## src/logic/sfceg_pkg.sv

```systemverilog
// package: constants and types of the sensor fast clock edge generator
package sfceg_pkg;
  // ****************
  // geometry
  // ****************
  localparam int TAP_COUNT = 48;
  localparam int TAP_W = 6;
  localparam int CHAN_COUNT = 6;
  localparam int SET_COUNT = 2;
  localparam int ADDR_W = 10;
  localparam int DATA_W = 20;
  localparam int CLK_HZ = 50000000;
  localparam int TAP_CLOCK_NS = 1000000000 / CLK_HZ;
  localparam logic [TAP_W-1:0] TAP_LAST = 6'h2F;
  localparam logic [TAP_W-1:0] HALF_TAPS = 6'h18;
  localparam logic [TAP_W-1:0] QUARTER_TAPS = 6'h0C;

  // ****************
  // register map
  // ****************
  localparam logic [ADDR_W-1:0] CTRL_ADDR = 10'h002;
  localparam logic [ADDR_W-1:0] STATUS_ADDR = 10'h003;
  localparam logic [ADDR_W-1:0] SET_X1_BASE = 10'h010;
  localparam logic [ADDR_W-1:0] SET_X2_BASE = 10'h020;
  localparam int CTRL_SET_SEL_BIT = 0;
  localparam int CTRL_OUT_EN_BIT = 10;
  localparam int RISE_LSB = 0;
  localparam int FALL_LSB = 6;
  localparam int RATE_LSB = 12;
  localparam int STATUS_TAP_LSB = 0;
  localparam int STATUS_LEVEL_LSB = 8;
  localparam int STATUS_SET_BIT = 14;
  localparam int STATUS_EN_BIT = 15;
  localparam logic [DATA_W-1:0] CTRL_RESET = 20'h00000;
  localparam logic [13:0] CHAN_RESET = 14'h0000;

  // ****************
  // channel order and rates
  // ****************
  localparam int CH_PHASE_ONE = 0;
  localparam int CH_PHASE_TWO = 1;
  localparam int CH_LAST_A = 2;
  localparam int CH_LAST_B = 3;
  localparam int CH_RESET_GATE = 4;
  localparam int CH_CLAMP = 5;

  typedef enum logic [1:0] {
    SFCEG_RATE_X1 = 2'h0,
    SFCEG_RATE_X2 = 2'h1,
    SFCEG_RATE_X4 = 2'h2
  } sfceg_rate_t;

  typedef struct packed {
    logic [1:0] rate;
    logic [TAP_W-1:0] fall;
    logic [TAP_W-1:0] rise;
  } sfceg_chan_t;
endpackage

```

## src/logic/sfceg_edge_gen.sv

```systemverilog
// module: fast sensor clock edge generator with register port
`timescale 1ns/100ps

// How it works
// - six fast clocks, programmable rise and fall
// - edges sit on one of 48 taps
// - first pair second output inverts the first
// - second pair second output inverts the first
// - last-stage, reset-gate, clamp own edge registers
// - first pair runs x1, x2 or x4
// - second pair runs x1, x2 or x4
// - other four clocks limited to x1/x2
// - two settings banks, switched by the control set select bit
// - periods derived from master period
// - single rate edges at taps 0..47
// - double rate edges at taps 0..23
// - quadruple rate edges at taps 0..11
// - falling edges use same ranges
// - outputs other than the reference clock held low until enable set
module sfceg_edge_gen (
  input wire logic ref_clk_in,
  input wire logic rst_in,
  input wire logic [sfceg_pkg::ADDR_W-1:0] addr_in,
  input wire logic [sfceg_pkg::DATA_W-1:0] wdata_in,
  input wire logic wr_in,
  input wire logic rd_in,
  output logic [sfceg_pkg::DATA_W-1:0] rdata_out,
  output logic internal_reference_clock_out,
  output logic phase_clock_one_out,
  output logic phase_clock_one_inverted_out,
  output logic phase_clock_two_out,
  output logic phase_clock_two_inverted_out,
  output logic last_stage_clock_a_out,
  output logic last_stage_clock_b_out,
  output logic reset_gate_clock_out,
  output logic clamp_pulse_clock_out
);
  import sfceg_pkg::*;

  // ****************
  // helpers
  // ****************
  // fold the tap index into the current sub-period
  function automatic logic [TAP_W-1:0] phase_of(input logic [TAP_W-1:0] tap, input logic [1:0] rate);
    logic [TAP_W-1:0] p;
    p = tap;
    if (rate == SFCEG_RATE_X2) begin
      if (tap >= HALF_TAPS) begin
        p = tap - HALF_TAPS;
      end
    end else if (rate == SFCEG_RATE_X4) begin
      if (tap >= HALF_TAPS + QUARTER_TAPS) begin
        p = tap - HALF_TAPS - QUARTER_TAPS;
      end else if (tap >= HALF_TAPS) begin
        p = tap - HALF_TAPS;
      end else if (tap >= QUARTER_TAPS) begin
        p = tap - QUARTER_TAPS;
      end
    end
    return p;
  endfunction

  // channel register index from an address, or CHAN_COUNT when outside the block
  function automatic int chan_of(input logic [ADDR_W-1:0] a, input logic [ADDR_W-1:0] base);
    int c;
    c = CHAN_COUNT;
    if (a >= base && a < base + ADDR_W'(CHAN_COUNT)) begin
      c = int'(a - base);
    end
    return c;
  endfunction

  // effective rate of a channel; code 3 falls back to x1 on a pair and to x2 elsewhere
  function automatic logic [1:0] rate_of(input logic [1:0] code, input logic x4_ok);
    logic [1:0] r;
    r = SFCEG_RATE_X2;
    if (x4_ok) begin
      case (code)
        SFCEG_RATE_X2: r = SFCEG_RATE_X2;
        SFCEG_RATE_X4: r = SFCEG_RATE_X4;
        default: r = SFCEG_RATE_X1;
      endcase
    end else if (code == SFCEG_RATE_X1) begin
      r = SFCEG_RATE_X1;
    end
    return r;
  endfunction

  // next level of one channel; the inverse outputs reuse it so a pair cannot drift apart
  function automatic logic next_level(input logic en, input logic hit_rise, input logic hit_fall, input logic level);
    logic n;
    n = level;
    if (!en) begin
      n = 1'b0;
    end else if (hit_rise) begin
      n = 1'b1;
    end else if (hit_fall) begin
      n = 1'b0;
    end
    return n;
  endfunction

  // ****************
  // registers
  // ****************
  logic [DATA_W-1:0] ctrl_reg;
  sfceg_chan_t cfg_reg [SET_COUNT][CHAN_COUNT];
  sfceg_chan_t act_reg [CHAN_COUNT];
  logic act_set_reg;
  logic act_en_reg;
  logic [TAP_W-1:0] tap_reg;
  logic [CHAN_COUNT-1:0] level_reg;
  logic [DATA_W-1:0] rdata_reg;
  logic boundary;
  logic [DATA_W-1:0] status_word;
  int wr_ch1;
  int wr_ch2;
  int rd_ch1;
  int rd_ch2;

  // the last tap is where every new setting is taken
  assign boundary = (tap_reg == TAP_LAST);
  assign wr_ch1 = chan_of(addr_in, SET_X1_BASE);
  assign wr_ch2 = chan_of(addr_in, SET_X2_BASE);
  // reads and writes share one decode of the channel window
  assign rd_ch1 = wr_ch1;
  assign rd_ch2 = wr_ch2;

  // the whole software side is this port; nothing else reconfigures the block
  always_ff @(posedge ref_clk_in or posedge rst_in) begin
    if (rst_in) begin
      ctrl_reg <= CTRL_RESET;
    end else if (wr_in && addr_in == CTRL_ADDR) begin
      ctrl_reg <= wdata_in;
    end
  end

  // two settings banks, at SET_X1_BASE and SET_X2_BASE; the control set select bit picks the active one
  always_ff @(posedge ref_clk_in or posedge rst_in) begin
    if (rst_in) begin
      for (int s = 0; s < SET_COUNT; s++) begin
        for (int c = 0; c < CHAN_COUNT; c++) begin
          cfg_reg[s][c] <= CHAN_RESET;
        end
      end
    end else if (wr_in) begin
      if (wr_ch1 < CHAN_COUNT) begin
        cfg_reg[0][wr_ch1] <= sfceg_chan_t'(wdata_in[13:0]);
      end else if (wr_ch2 < CHAN_COUNT) begin
        cfg_reg[1][wr_ch2] <= sfceg_chan_t'(wdata_in[13:0]);
      end
    end
  end

  // ****************
  // tap counter, one master period is 48 taps
  // ****************
  always_ff @(posedge ref_clk_in or posedge rst_in) begin
    if (rst_in) begin
      // start on the last tap so the first edge after release opens a whole period
      tap_reg <= TAP_LAST;
    end else if (boundary) begin
      tap_reg <= '0;
    end else begin
      tap_reg <= tap_reg + 6'h01;
    end
  end

  // reference edge marks the start of every master period
  always_ff @(posedge ref_clk_in or posedge rst_in) begin
    if (rst_in) begin
      internal_reference_clock_out <= 1'b0;
    end else begin
      internal_reference_clock_out <= (tap_reg < HALF_TAPS - 6'h01) || boundary;
    end
  end

  // ****************
  // settings take effect only between periods
  // ****************
  // mid-period updates could truncate a pulse; this costs up to one period of latency
  always_ff @(posedge ref_clk_in or posedge rst_in) begin
    if (rst_in) begin
      act_set_reg <= 1'b0;
    end else if (boundary) begin
      act_set_reg <= ctrl_reg[CTRL_SET_SEL_BIT];
    end
  end

  // enable waits for the boundary too, so the first pulse out is whole
  always_ff @(posedge ref_clk_in or posedge rst_in) begin
    if (rst_in) begin
      act_en_reg <= 1'b0;
    end else if (boundary) begin
      act_en_reg <= ctrl_reg[CTRL_OUT_EN_BIT];
    end
  end

  always_ff @(posedge ref_clk_in or posedge rst_in) begin
    if (rst_in) begin
      for (int c = 0; c < CHAN_COUNT; c++) begin
        act_reg[c] <= CHAN_RESET;
      end
    end else if (boundary) begin
      for (int c = 0; c < CHAN_COUNT; c++) begin
        act_reg[c] <= cfg_reg[ctrl_reg[CTRL_SET_SEL_BIT]][c];
      end
    end
  end

  // ****************
  // per-channel edge placement
  // ****************
  genvar g;
  generate
    for (g = 0; g < CHAN_COUNT; g++) begin : g_chan
      logic [1:0] rate;
      logic [TAP_W-1:0] phase;
      logic rise_hit;
      logic fall_hit;
      // only the phase pairs may run x4; others cap at x2
      assign rate = rate_of(act_reg[g].rate, (g == CH_PHASE_ONE) || (g == CH_PHASE_TWO));
      assign phase = phase_of(tap_reg, rate);
      // a setting past the range of its rate never matches, so that edge is dropped
      assign rise_hit = (phase == act_reg[g].rise);
      assign fall_hit = (phase == act_reg[g].fall);
      always_ff @(posedge ref_clk_in or posedge rst_in) begin
        if (rst_in) begin
          level_reg[g] <= 1'b0;
        end else begin
          level_reg[g] <= next_level(act_en_reg, rise_hit, fall_hit, level_reg[g]);
        end
      end
    end
  endgenerate

  // ****************
  // outputs
  // ****************
  always_comb begin
    phase_clock_one_out = level_reg[CH_PHASE_ONE];
    phase_clock_two_out = level_reg[CH_PHASE_TWO];
    last_stage_clock_a_out = level_reg[CH_LAST_A];
    last_stage_clock_b_out = level_reg[CH_LAST_B];
    reset_gate_clock_out = level_reg[CH_RESET_GATE];
    clamp_pulse_clock_out = level_reg[CH_CLAMP];
  end

  // inverse outputs stay low while locked, like the rest
  always_ff @(posedge ref_clk_in or posedge rst_in) begin
    if (rst_in) begin
      phase_clock_one_inverted_out <= 1'b0;
    end else begin
      phase_clock_one_inverted_out <= act_en_reg && !next_level(act_en_reg, g_chan[CH_PHASE_ONE].rise_hit,
        g_chan[CH_PHASE_ONE].fall_hit, level_reg[CH_PHASE_ONE]);
    end
  end

  always_ff @(posedge ref_clk_in or posedge rst_in) begin
    if (rst_in) begin
      phase_clock_two_inverted_out <= 1'b0;
    end else begin
      phase_clock_two_inverted_out <= act_en_reg && !next_level(act_en_reg, g_chan[CH_PHASE_TWO].rise_hit,
        g_chan[CH_PHASE_TWO].fall_hit, level_reg[CH_PHASE_TWO]);
    end
  end

  // ****************
  // read port
  // ****************
  // status is read-only; a write to it is ignored
  always_comb begin
    status_word = '0;
    status_word[STATUS_TAP_LSB +: TAP_W] = tap_reg;
    status_word[STATUS_LEVEL_LSB +: CHAN_COUNT] = level_reg;
    status_word[STATUS_SET_BIT] = act_set_reg;
    status_word[STATUS_EN_BIT] = act_en_reg;
  end

  // zero outside the cycle after a read keeps a shared bus quiet
  always_ff @(posedge ref_clk_in or posedge rst_in) begin
    if (rst_in) begin
      rdata_reg <= '0;
    end else if (rd_in) begin
      if (addr_in == CTRL_ADDR) begin
        rdata_reg <= ctrl_reg;
      end else if (addr_in == STATUS_ADDR) begin
        rdata_reg <= status_word;
      end else if (rd_ch1 < CHAN_COUNT) begin
        rdata_reg <= {6'h00, cfg_reg[0][rd_ch1]};
      end else if (rd_ch2 < CHAN_COUNT) begin
        rdata_reg <= {6'h00, cfg_reg[1][rd_ch2]};
      end else begin
        rdata_reg <= '0;
      end
    end else begin
      rdata_reg <= '0;
    end
  end

  assign rdata_out = rdata_reg;
endmodule // sfceg_edge_gen

```

## config.mk

```make
export PLATFORM = sky130hd
export DESIGN_NAME = sfceg_edge_gen
export DESIGN_NICKNAME = d
export VERILOG_FILES = /design/src/logic/sfceg_pkg.sv /design/src/logic/sfceg_edge_gen.sv
export SDC_FILE = /design/constraint.sdc
export NUM_CORES = 1
export LEC_CHECK = 0
export BUFFER_PORTS_ARGS = -buffer_cell sky130_fd_sc_hd__buf_4
export CORE_MARGIN = 5
export CORE_UTILIZATION = 55
export DETAILED_ROUTE_END_ITERATION = 6
export GPL_ROUTABILITY_DRIVEN = 1
export HOLD_SLACK_MARGIN = 0.08
export PLACE_DENSITY_LB_ADDON = 0.08
export SLEW_MARGIN = 30
export SYNTH_ARGS = -nofsm -noshare
export SYNTH_HDL_FRONTEND = slang
export SYNTH_SLANG_ARGS = --single-unit
```

## constraint.sdc

```tcl
create_clock -name ref_clk_in -period 13.66 [get_ports ref_clk_in]
set_input_delay 2.732 -clock ref_clk_in [delete_from_list [all_inputs] [get_ports ref_clk_in]]
set_output_delay 2.732 -clock ref_clk_in [all_outputs]
set_load 0.01 [all_outputs]
```

After elaboration in Yosys (flattened, before gate mapping) --
Cells that the tools add are included.
Word-level totals: flip-flop bits (word level) 309, bits of input ports 34, output and inout bits 29, logic and storage cells 207
Operators by class: add/sub/neg operators 6, $lt $le $gt $ge 15, equality and inequality tests 35, muxes and demuxes 63, bitwise operators 4, reduce and logical (&&, ||, !) cells 16
Operator list (count):
- 2-to-1 mux 84 bit | 3
- bitwise mux 84 bit | 2
- 2-to-1 mux 14 bit | 8
- 2-to-1 mux 6 bit | 17
- binary-select mux 14 bit (select 3 bit) | 2
- demux 14 bit (select 3 bit) | 2
- equality test 6 bit | 12
- >= comparator 32 x 4 -> 1 bit, second input constant | 2
- < comparator 32 x 1 -> 1 bit, second input constant | 2
- < comparator 32 x 4 -> 1 bit, second input constant | 2
- 2-to-1 mux 32 bit | 2
- NOT 32 bit | 2
- 2-to-1 mux 20 bit | 2
- 2-to-1 mux 1 bit | 22
- equality test 10 x 2 -> 1 bit, second input constant | 2
- equality test 2 x 1 -> 1 bit, second input constant | 8
- equality test 2 bit, second input constant | 8
- 2-to-1 mux 16 bit | 1
- inequality test 3 x 1 -> 1 bit, second input constant | 4
- subtractor 6 x 4 -> 6 bit, second input constant | 2
- subtractor 10 x 5 -> 11 bit, second input constant | 1
- subtractor 10 x 6 -> 11 bit, second input constant | 1
- >= comparator 10 x 5 -> 1 bit, second input constant | 1
- >= comparator 10 x 6 -> 1 bit, second input constant | 1
- other kinds (19) | 30

Logic depth before layout (Yosys ltp) --
word-level depth 12, gate-level depth with buffers 11, mapped depth without buffers 9

Least setup slack after synthesis --
OpenSTA, ideal clock, no wires.
path type input -> register, start point in addr_in[5] in the netlist's numbering, end point reg cfg_reg[57] in the netlist's numbering, arrival time 4867 ps, data required time 13535 ps, slack 8668 ps, stages on the path 8, path buffers 1, cells stage by stage inv_1 > ha_1 > xor2_1 > nor4b_1 > nand3_1 > nor2_1 > buf_2 > mux2_2
On the way: word-level cells in the longest chain between the ends 9, elaborated cells between the ends (all ways) 21, classes of those cells add/sub (2); order compare (8); mux (5); bitwise (2); reduce/logical (4)
RTL lines:
- start: declaration | line sfceg_edge_gen.sv:23 | input wire logic [sfceg_pkg::ADDR_W-1:0] addr_in,
- >= comparator 10 x 6 -> 1 bit / < comparator 10 x 6 -> 1 bit (equally long branches) | line sfceg_edge_gen.sv:67 | if (a >= base && a < base + ADDR_W'(CHAN_COUNT)) begin
- logical AND 1 bit | line sfceg_edge_gen.sv:67
- 2-to-1 mux 32 bit | line sfceg_edge_gen.sv:67
- NOT 32 bit (not written as such) | line sfceg_edge_gen.sv:150 | cfg_reg[1][wr_ch2] <= sfceg_chan_t'(wdata_in[13:0]);
- >= comparator 32 x 4 -> 1 bit (not written as such) / < comparator 32 x 1 -> 1 bit (equally long branches) | line sfceg_edge_gen.sv:150
- logical AND 1 bit (not written as such) | line sfceg_edge_gen.sv:150
- 2-to-1 mux 14 bit (not written as such) | line sfceg_edge_gen.sv:150
- demux 14 bit (select 3 bit) | line sfceg_edge_gen.sv:150
- bitwise mux 84 bit | line sfceg_edge_gen.sv:150
- end signal: indexed assignment | line sfceg_edge_gen.sv:148 | cfg_reg[0][wr_ch1] <= sfceg_chan_t'(wdata_in[13:0]);
- end signal: indexed assignment | line sfceg_edge_gen.sv:150
- end: declaration | line sfceg_edge_gen.sv:107 | sfceg_chan_t cfg_reg [SET_COUNT][CHAN_COUNT];
Several ways; a longest one is shown, not always the timed one. A chain may end at the register's enable or synchronous reset.

Worst setup path after layout --
start point in addr_in[6] in the netlist's numbering, end point reg cfg_reg[53] in the netlist's numbering
Same word-level chain as after synthesis.

==> results.md <==
| Item | Value |
|:---|:---|
| Ratio of cells with drive above 1 in the final layout | 24.5% |
| Final Critical Period | 5570 ps |
| DRC violations left | 0 |
| Total setup buffers inserted after CTS | 0 |
| Final net count | 1494 |
| Design area | 17900 um^2 |
| Average cell area after synthesis | 11.2 um^2 |
| Final global-route overflow total | 0 |
| Critical Path End Type | register |
| Number of DRC markers in iteration 0 | 1065 |
| CTS Sinks | 309 |
| Count of flip-flops with a built-in enable after synthesis | 0 |
| Sequential-to-total area share from yosys stat | 48.5% |
| Worst-path clk slew | 60 ps |
| Fraction of power consumed by the clock network | 49.4% |
| Critical path peak fanout | 15 |
| Total CTS buffers | 35 |
| Number of core rows | 62 |
| Final Hold Vio Count | 0 |
| I/O pin count | 63 |
| Total power | 1970 uW |
| Multi-input combinational cell area | 7760 um^2 |
| Worst hold slack across all endpoints | 474 ps |
| Leak Pwr | 0.00825 uW |
| Post-route fraction of the period consumed by the critical path | 40.8% |
| Clock tree root buffer cell | sky130_fd_sc_hd__clkbuf_16 |
| Most used flip-flop cell after synthesis | sky130_fd_sc_hd__dfrtp_1 |
| Power per Cell Area | 110 nW/um^2 |
| Sequential fraction of design power | 46.8% |
| Detail-routed via count per cell | 6.14 |
| Cell Area, Synth | 16000 um^2 |
| Max-Slew Margin vs Limit | 38.0% |
| Synth Instances | 1426 |
| Path type of the worst min-delay path | register to register |
| Horizontal die dimension | 180 um |
| Status | completed |
| Half-perimeter wire length of the detailed placement result | 32700 um |
| Total Die Area | 32500 um^2 |
| Unrepaired setup endpoints after global routing | false |
| Vias in the first global route | 11400 |
| CTS hold repair buffers | 0 |
| Crit path DAT | 5980 ps |
| Fraction of registers with async set/reset | 100% |
| Number of nets with antenna violations after routing | 0 |
| Post-Place Cell Area | 16700 um^2 |
| FF+latch area | 7740 um^2 |
| Part of the power in combinational logic | 3.8% |
| Wire length reported by the detailed router | 46700 um |
| Yosys warning total | 0 |
| Commonest cells after routing, fill and taps aside | sky130_fd_sc_hd__dfrtp_1, sky130_fd_sc_hd__mux2_2, sky130_fd_sc_hd__nand2_1 |
| Max-cap violations | 0 |
| Initial cell density of the core | 55.6% |
| Nature of the critical path startpoint | input port |
| TNS Setup | 0 ps |
| Total internal power | 1520 uW |
| Pre-antenna DRT Iters | 5 |
| Crit path required time | 14070 ps |
| Max reg flops | 168 |
| Area growth from synthesis to layout | 11.9% |
| CTS tree | done |
| Insertion delay to the later sink of the worst-skew pair | 530 ps |
| Fill cells | 2384 |
| Number of nets produced by synthesis | 1477 |
| Y dimension of the die | 180 um |
| Number of pins with negative max-slew slack in the final report | 0 |
| Post-route core utilization | 62.3% |
| Wire length of the first global-routing pass | 71700 um |
| Number of vias in the routed layout | 11400 |
| Input/output buffers | 62 |
| GRT Resource Usage Total | 28.5% |
| Sw power | 445 uW |
| Worst clock skew | 22.9 ps |
| Most common cell after layout, fill and taps aside | sky130_fd_sc_hd__dfrtp_1 |
| Maximum vdd drop | 0.0000885 V |
| Net switching fraction of the power | 22.6% |
| Final Wtd Congestion | 1.00 |
| Setup Crit Path Kind | input port to register |
| Synth cell types | 75 |
| Wire length per cell after detailed routing | 25.2 um |
| Worst Reg2Reg Path Length in Cells | 9 |
| Maximum frequency from static timing analysis | 180 MHz |
| Number of cells traversed by the worst hold path | 1 |
| Number of setup violations in the final report | 0 |
| Maximum number of pins on one net before global-route repair | 104 |
| Antenna diode instance count | 0 |
| CTS H-tree depth | 2 |
| Count of instances resized after the clock tree is built | 0 |
| Flop and latch count out of synthesis | 309 |
| Initial antenna violation count | 2 |
| Area of the core region | 28700 um^2 |
| Buffer levels on the longest clock path | 3 |
| Pin slew with the least headroom to its limit | 906 ps |
==> cell families after synthesis <==
group	share of synthesized area (%)
muxes	23.6
DFF	48.5
and+or+nand+nor	8.71
AOI/OAI and AO/OA	10.4
buffers and inverters	3.08
xor gates and xnor gates	4.40
adders and majority gates	1.33
==> cell usage after synthesis (4+ instances only) <==
cell type / count / area [um^2]
sky130_fd_sc_hd__dfrtp_1: 304 / 7610
sky130_fd_sc_hd__mux2_2: 187 / 2110
sky130_fd_sc_hd__nand2_1: 144 / 541
sky130_fd_sc_hd__mux2i_1: 143 / 1430
sky130_fd_sc_hd__o21ai_0: 128 / 641
sky130_fd_sc_hd__clkbuf_1: 66 / 248
sky130_fd_sc_hd__xnor2_1: 43 / 377
sky130_fd_sc_hd__nor2_1: 34 / 128
sky130_fd_sc_hd__xor2_1: 32 / 280
sky130_fd_sc_hd__a21oi_1: 25 / 125
sky130_fd_sc_hd__inv_1: 23 / 86.3
sky130_fd_sc_hd__a31oi_1: 21 / 131
sky130_fd_sc_hd__mux2_1: 21 / 236
sky130_fd_sc_hd__ha_1: 17 / 213
sky130_fd_sc_hd__buf_1: 16 / 60.1
sky130_fd_sc_hd__nor3_1: 16 / 80.1
sky130_fd_sc_hd__nand4_1: 15 / 93.8
sky130_fd_sc_hd__nand3_1: 14 / 70.1
sky130_fd_sc_hd__nor2b_1: 14 / 87.6
sky130_fd_sc_hd__buf_2: 12 / 60.1
sky130_fd_sc_hd__a211oi_1: 11 / 82.6
sky130_fd_sc_hd__a22oi_1: 9 / 67.6
sky130_fd_sc_hd__o22ai_1: 8 / 50.1
sky130_fd_sc_hd__o211ai_1: 7 / 52.6
sky130_fd_sc_hd__a2111oi_0: 6 / 52.6
sky130_fd_sc_hd__and2_1: 6 / 37.5
sky130_fd_sc_hd__and3_1: 6 / 37.5
sky130_fd_sc_hd__o311a_1: 6 / 60.1
sky130_fd_sc_hd__dfstp_2: 5 / 131
sky130_fd_sc_hd__o2111ai_1: 5 / 43.8
sky130_fd_sc_hd__a2111o_1: 4 / 45.0
sky130_fd_sc_hd__a21o_1: 4 / 30.0
sky130_fd_sc_hd__buf_4: 4 / 30.0
==> layout make-up <==
class                      instances  area share (%)
clock buffer                      52            5.99
clock inverter                    12           0.714
timing repair buffer              78            3.30
inverter                          25           0.567
sequential                       309            43.3
multi-input combinational        994            43.4
tap                              384            2.69
==> stage by stage <==
step | cells | setup WS, ps
3_5_place_dp | 1790 | 7620
6_report | 1854 | 8090
2_1_floorplan | 1426 | 2390
5_1_grt | 1854 | 7930
4_1_cts | 1854 | 8180
3_3_place_gp | 1790 | 7670
==> critical path: stages <==
cell	delay, ps
sky130_fd_sc_hd__buf_4	120
sky130_fd_sc_hd__inv_1	120
sky130_fd_sc_hd__ha_1	150
sky130_fd_sc_hd__or4b_1	460
sky130_fd_sc_hd__o31ai_2	250
sky130_fd_sc_hd__nand2_1	260
sky130_fd_sc_hd__nor2_2	690
sky130_fd_sc_hd__nand2_1	690
sky130_fd_sc_hd__mux2_2	490
==> routing by layer <==
metal / part of all wire (%) / routed length (um) / GRT usage [%] / vias up
li1: - / - / - / 5158
met1: 46 / 21300 / 41.7 / 5755
met2: 46 / 21400 / 44.2 / 383
met3: 5.4 / 2500 / 3.84 / 89
met4: 3.3 / 1550 / 9.59 / 2
met5: 0.041 / 19 / 0 / -
==> final timing paths <==
path	startpoint	endpoint	slack [ps]
worst max-delay path	addr_in[6]	cfg_reg[53]	8090
max in group asynchronous	rst_in	act_reg[44]	9290
worst min-delay path	ctrl_reg[19]	rdata_out[19]	470
worst max register to register	tap_reg[3]	clamp_pulse_clock_out	10010
worst min register to register	ctrl_reg[19]	rdata_out[19]	470
min in group asynchronous	rst_in	act_reg[82]	2340
==> power groups by stage <==
| stage | sequential, uW | combinational [uW] | clock, uW |
|---|---|---|---|
| after floorplan | 935 | 44.3 | 0 |
| after global placement | 936 | 74.1 | 0 |
| after detailed placement | 936 | 74.7 | 0 |
| after CTS | 920 | 74.7 | 979 |
| after global routing | 919 | 81.0 | 1020 |
| final | 920 | 74.4 | 972 |
No activity file was read; power rests on OpenSTA's default activity.
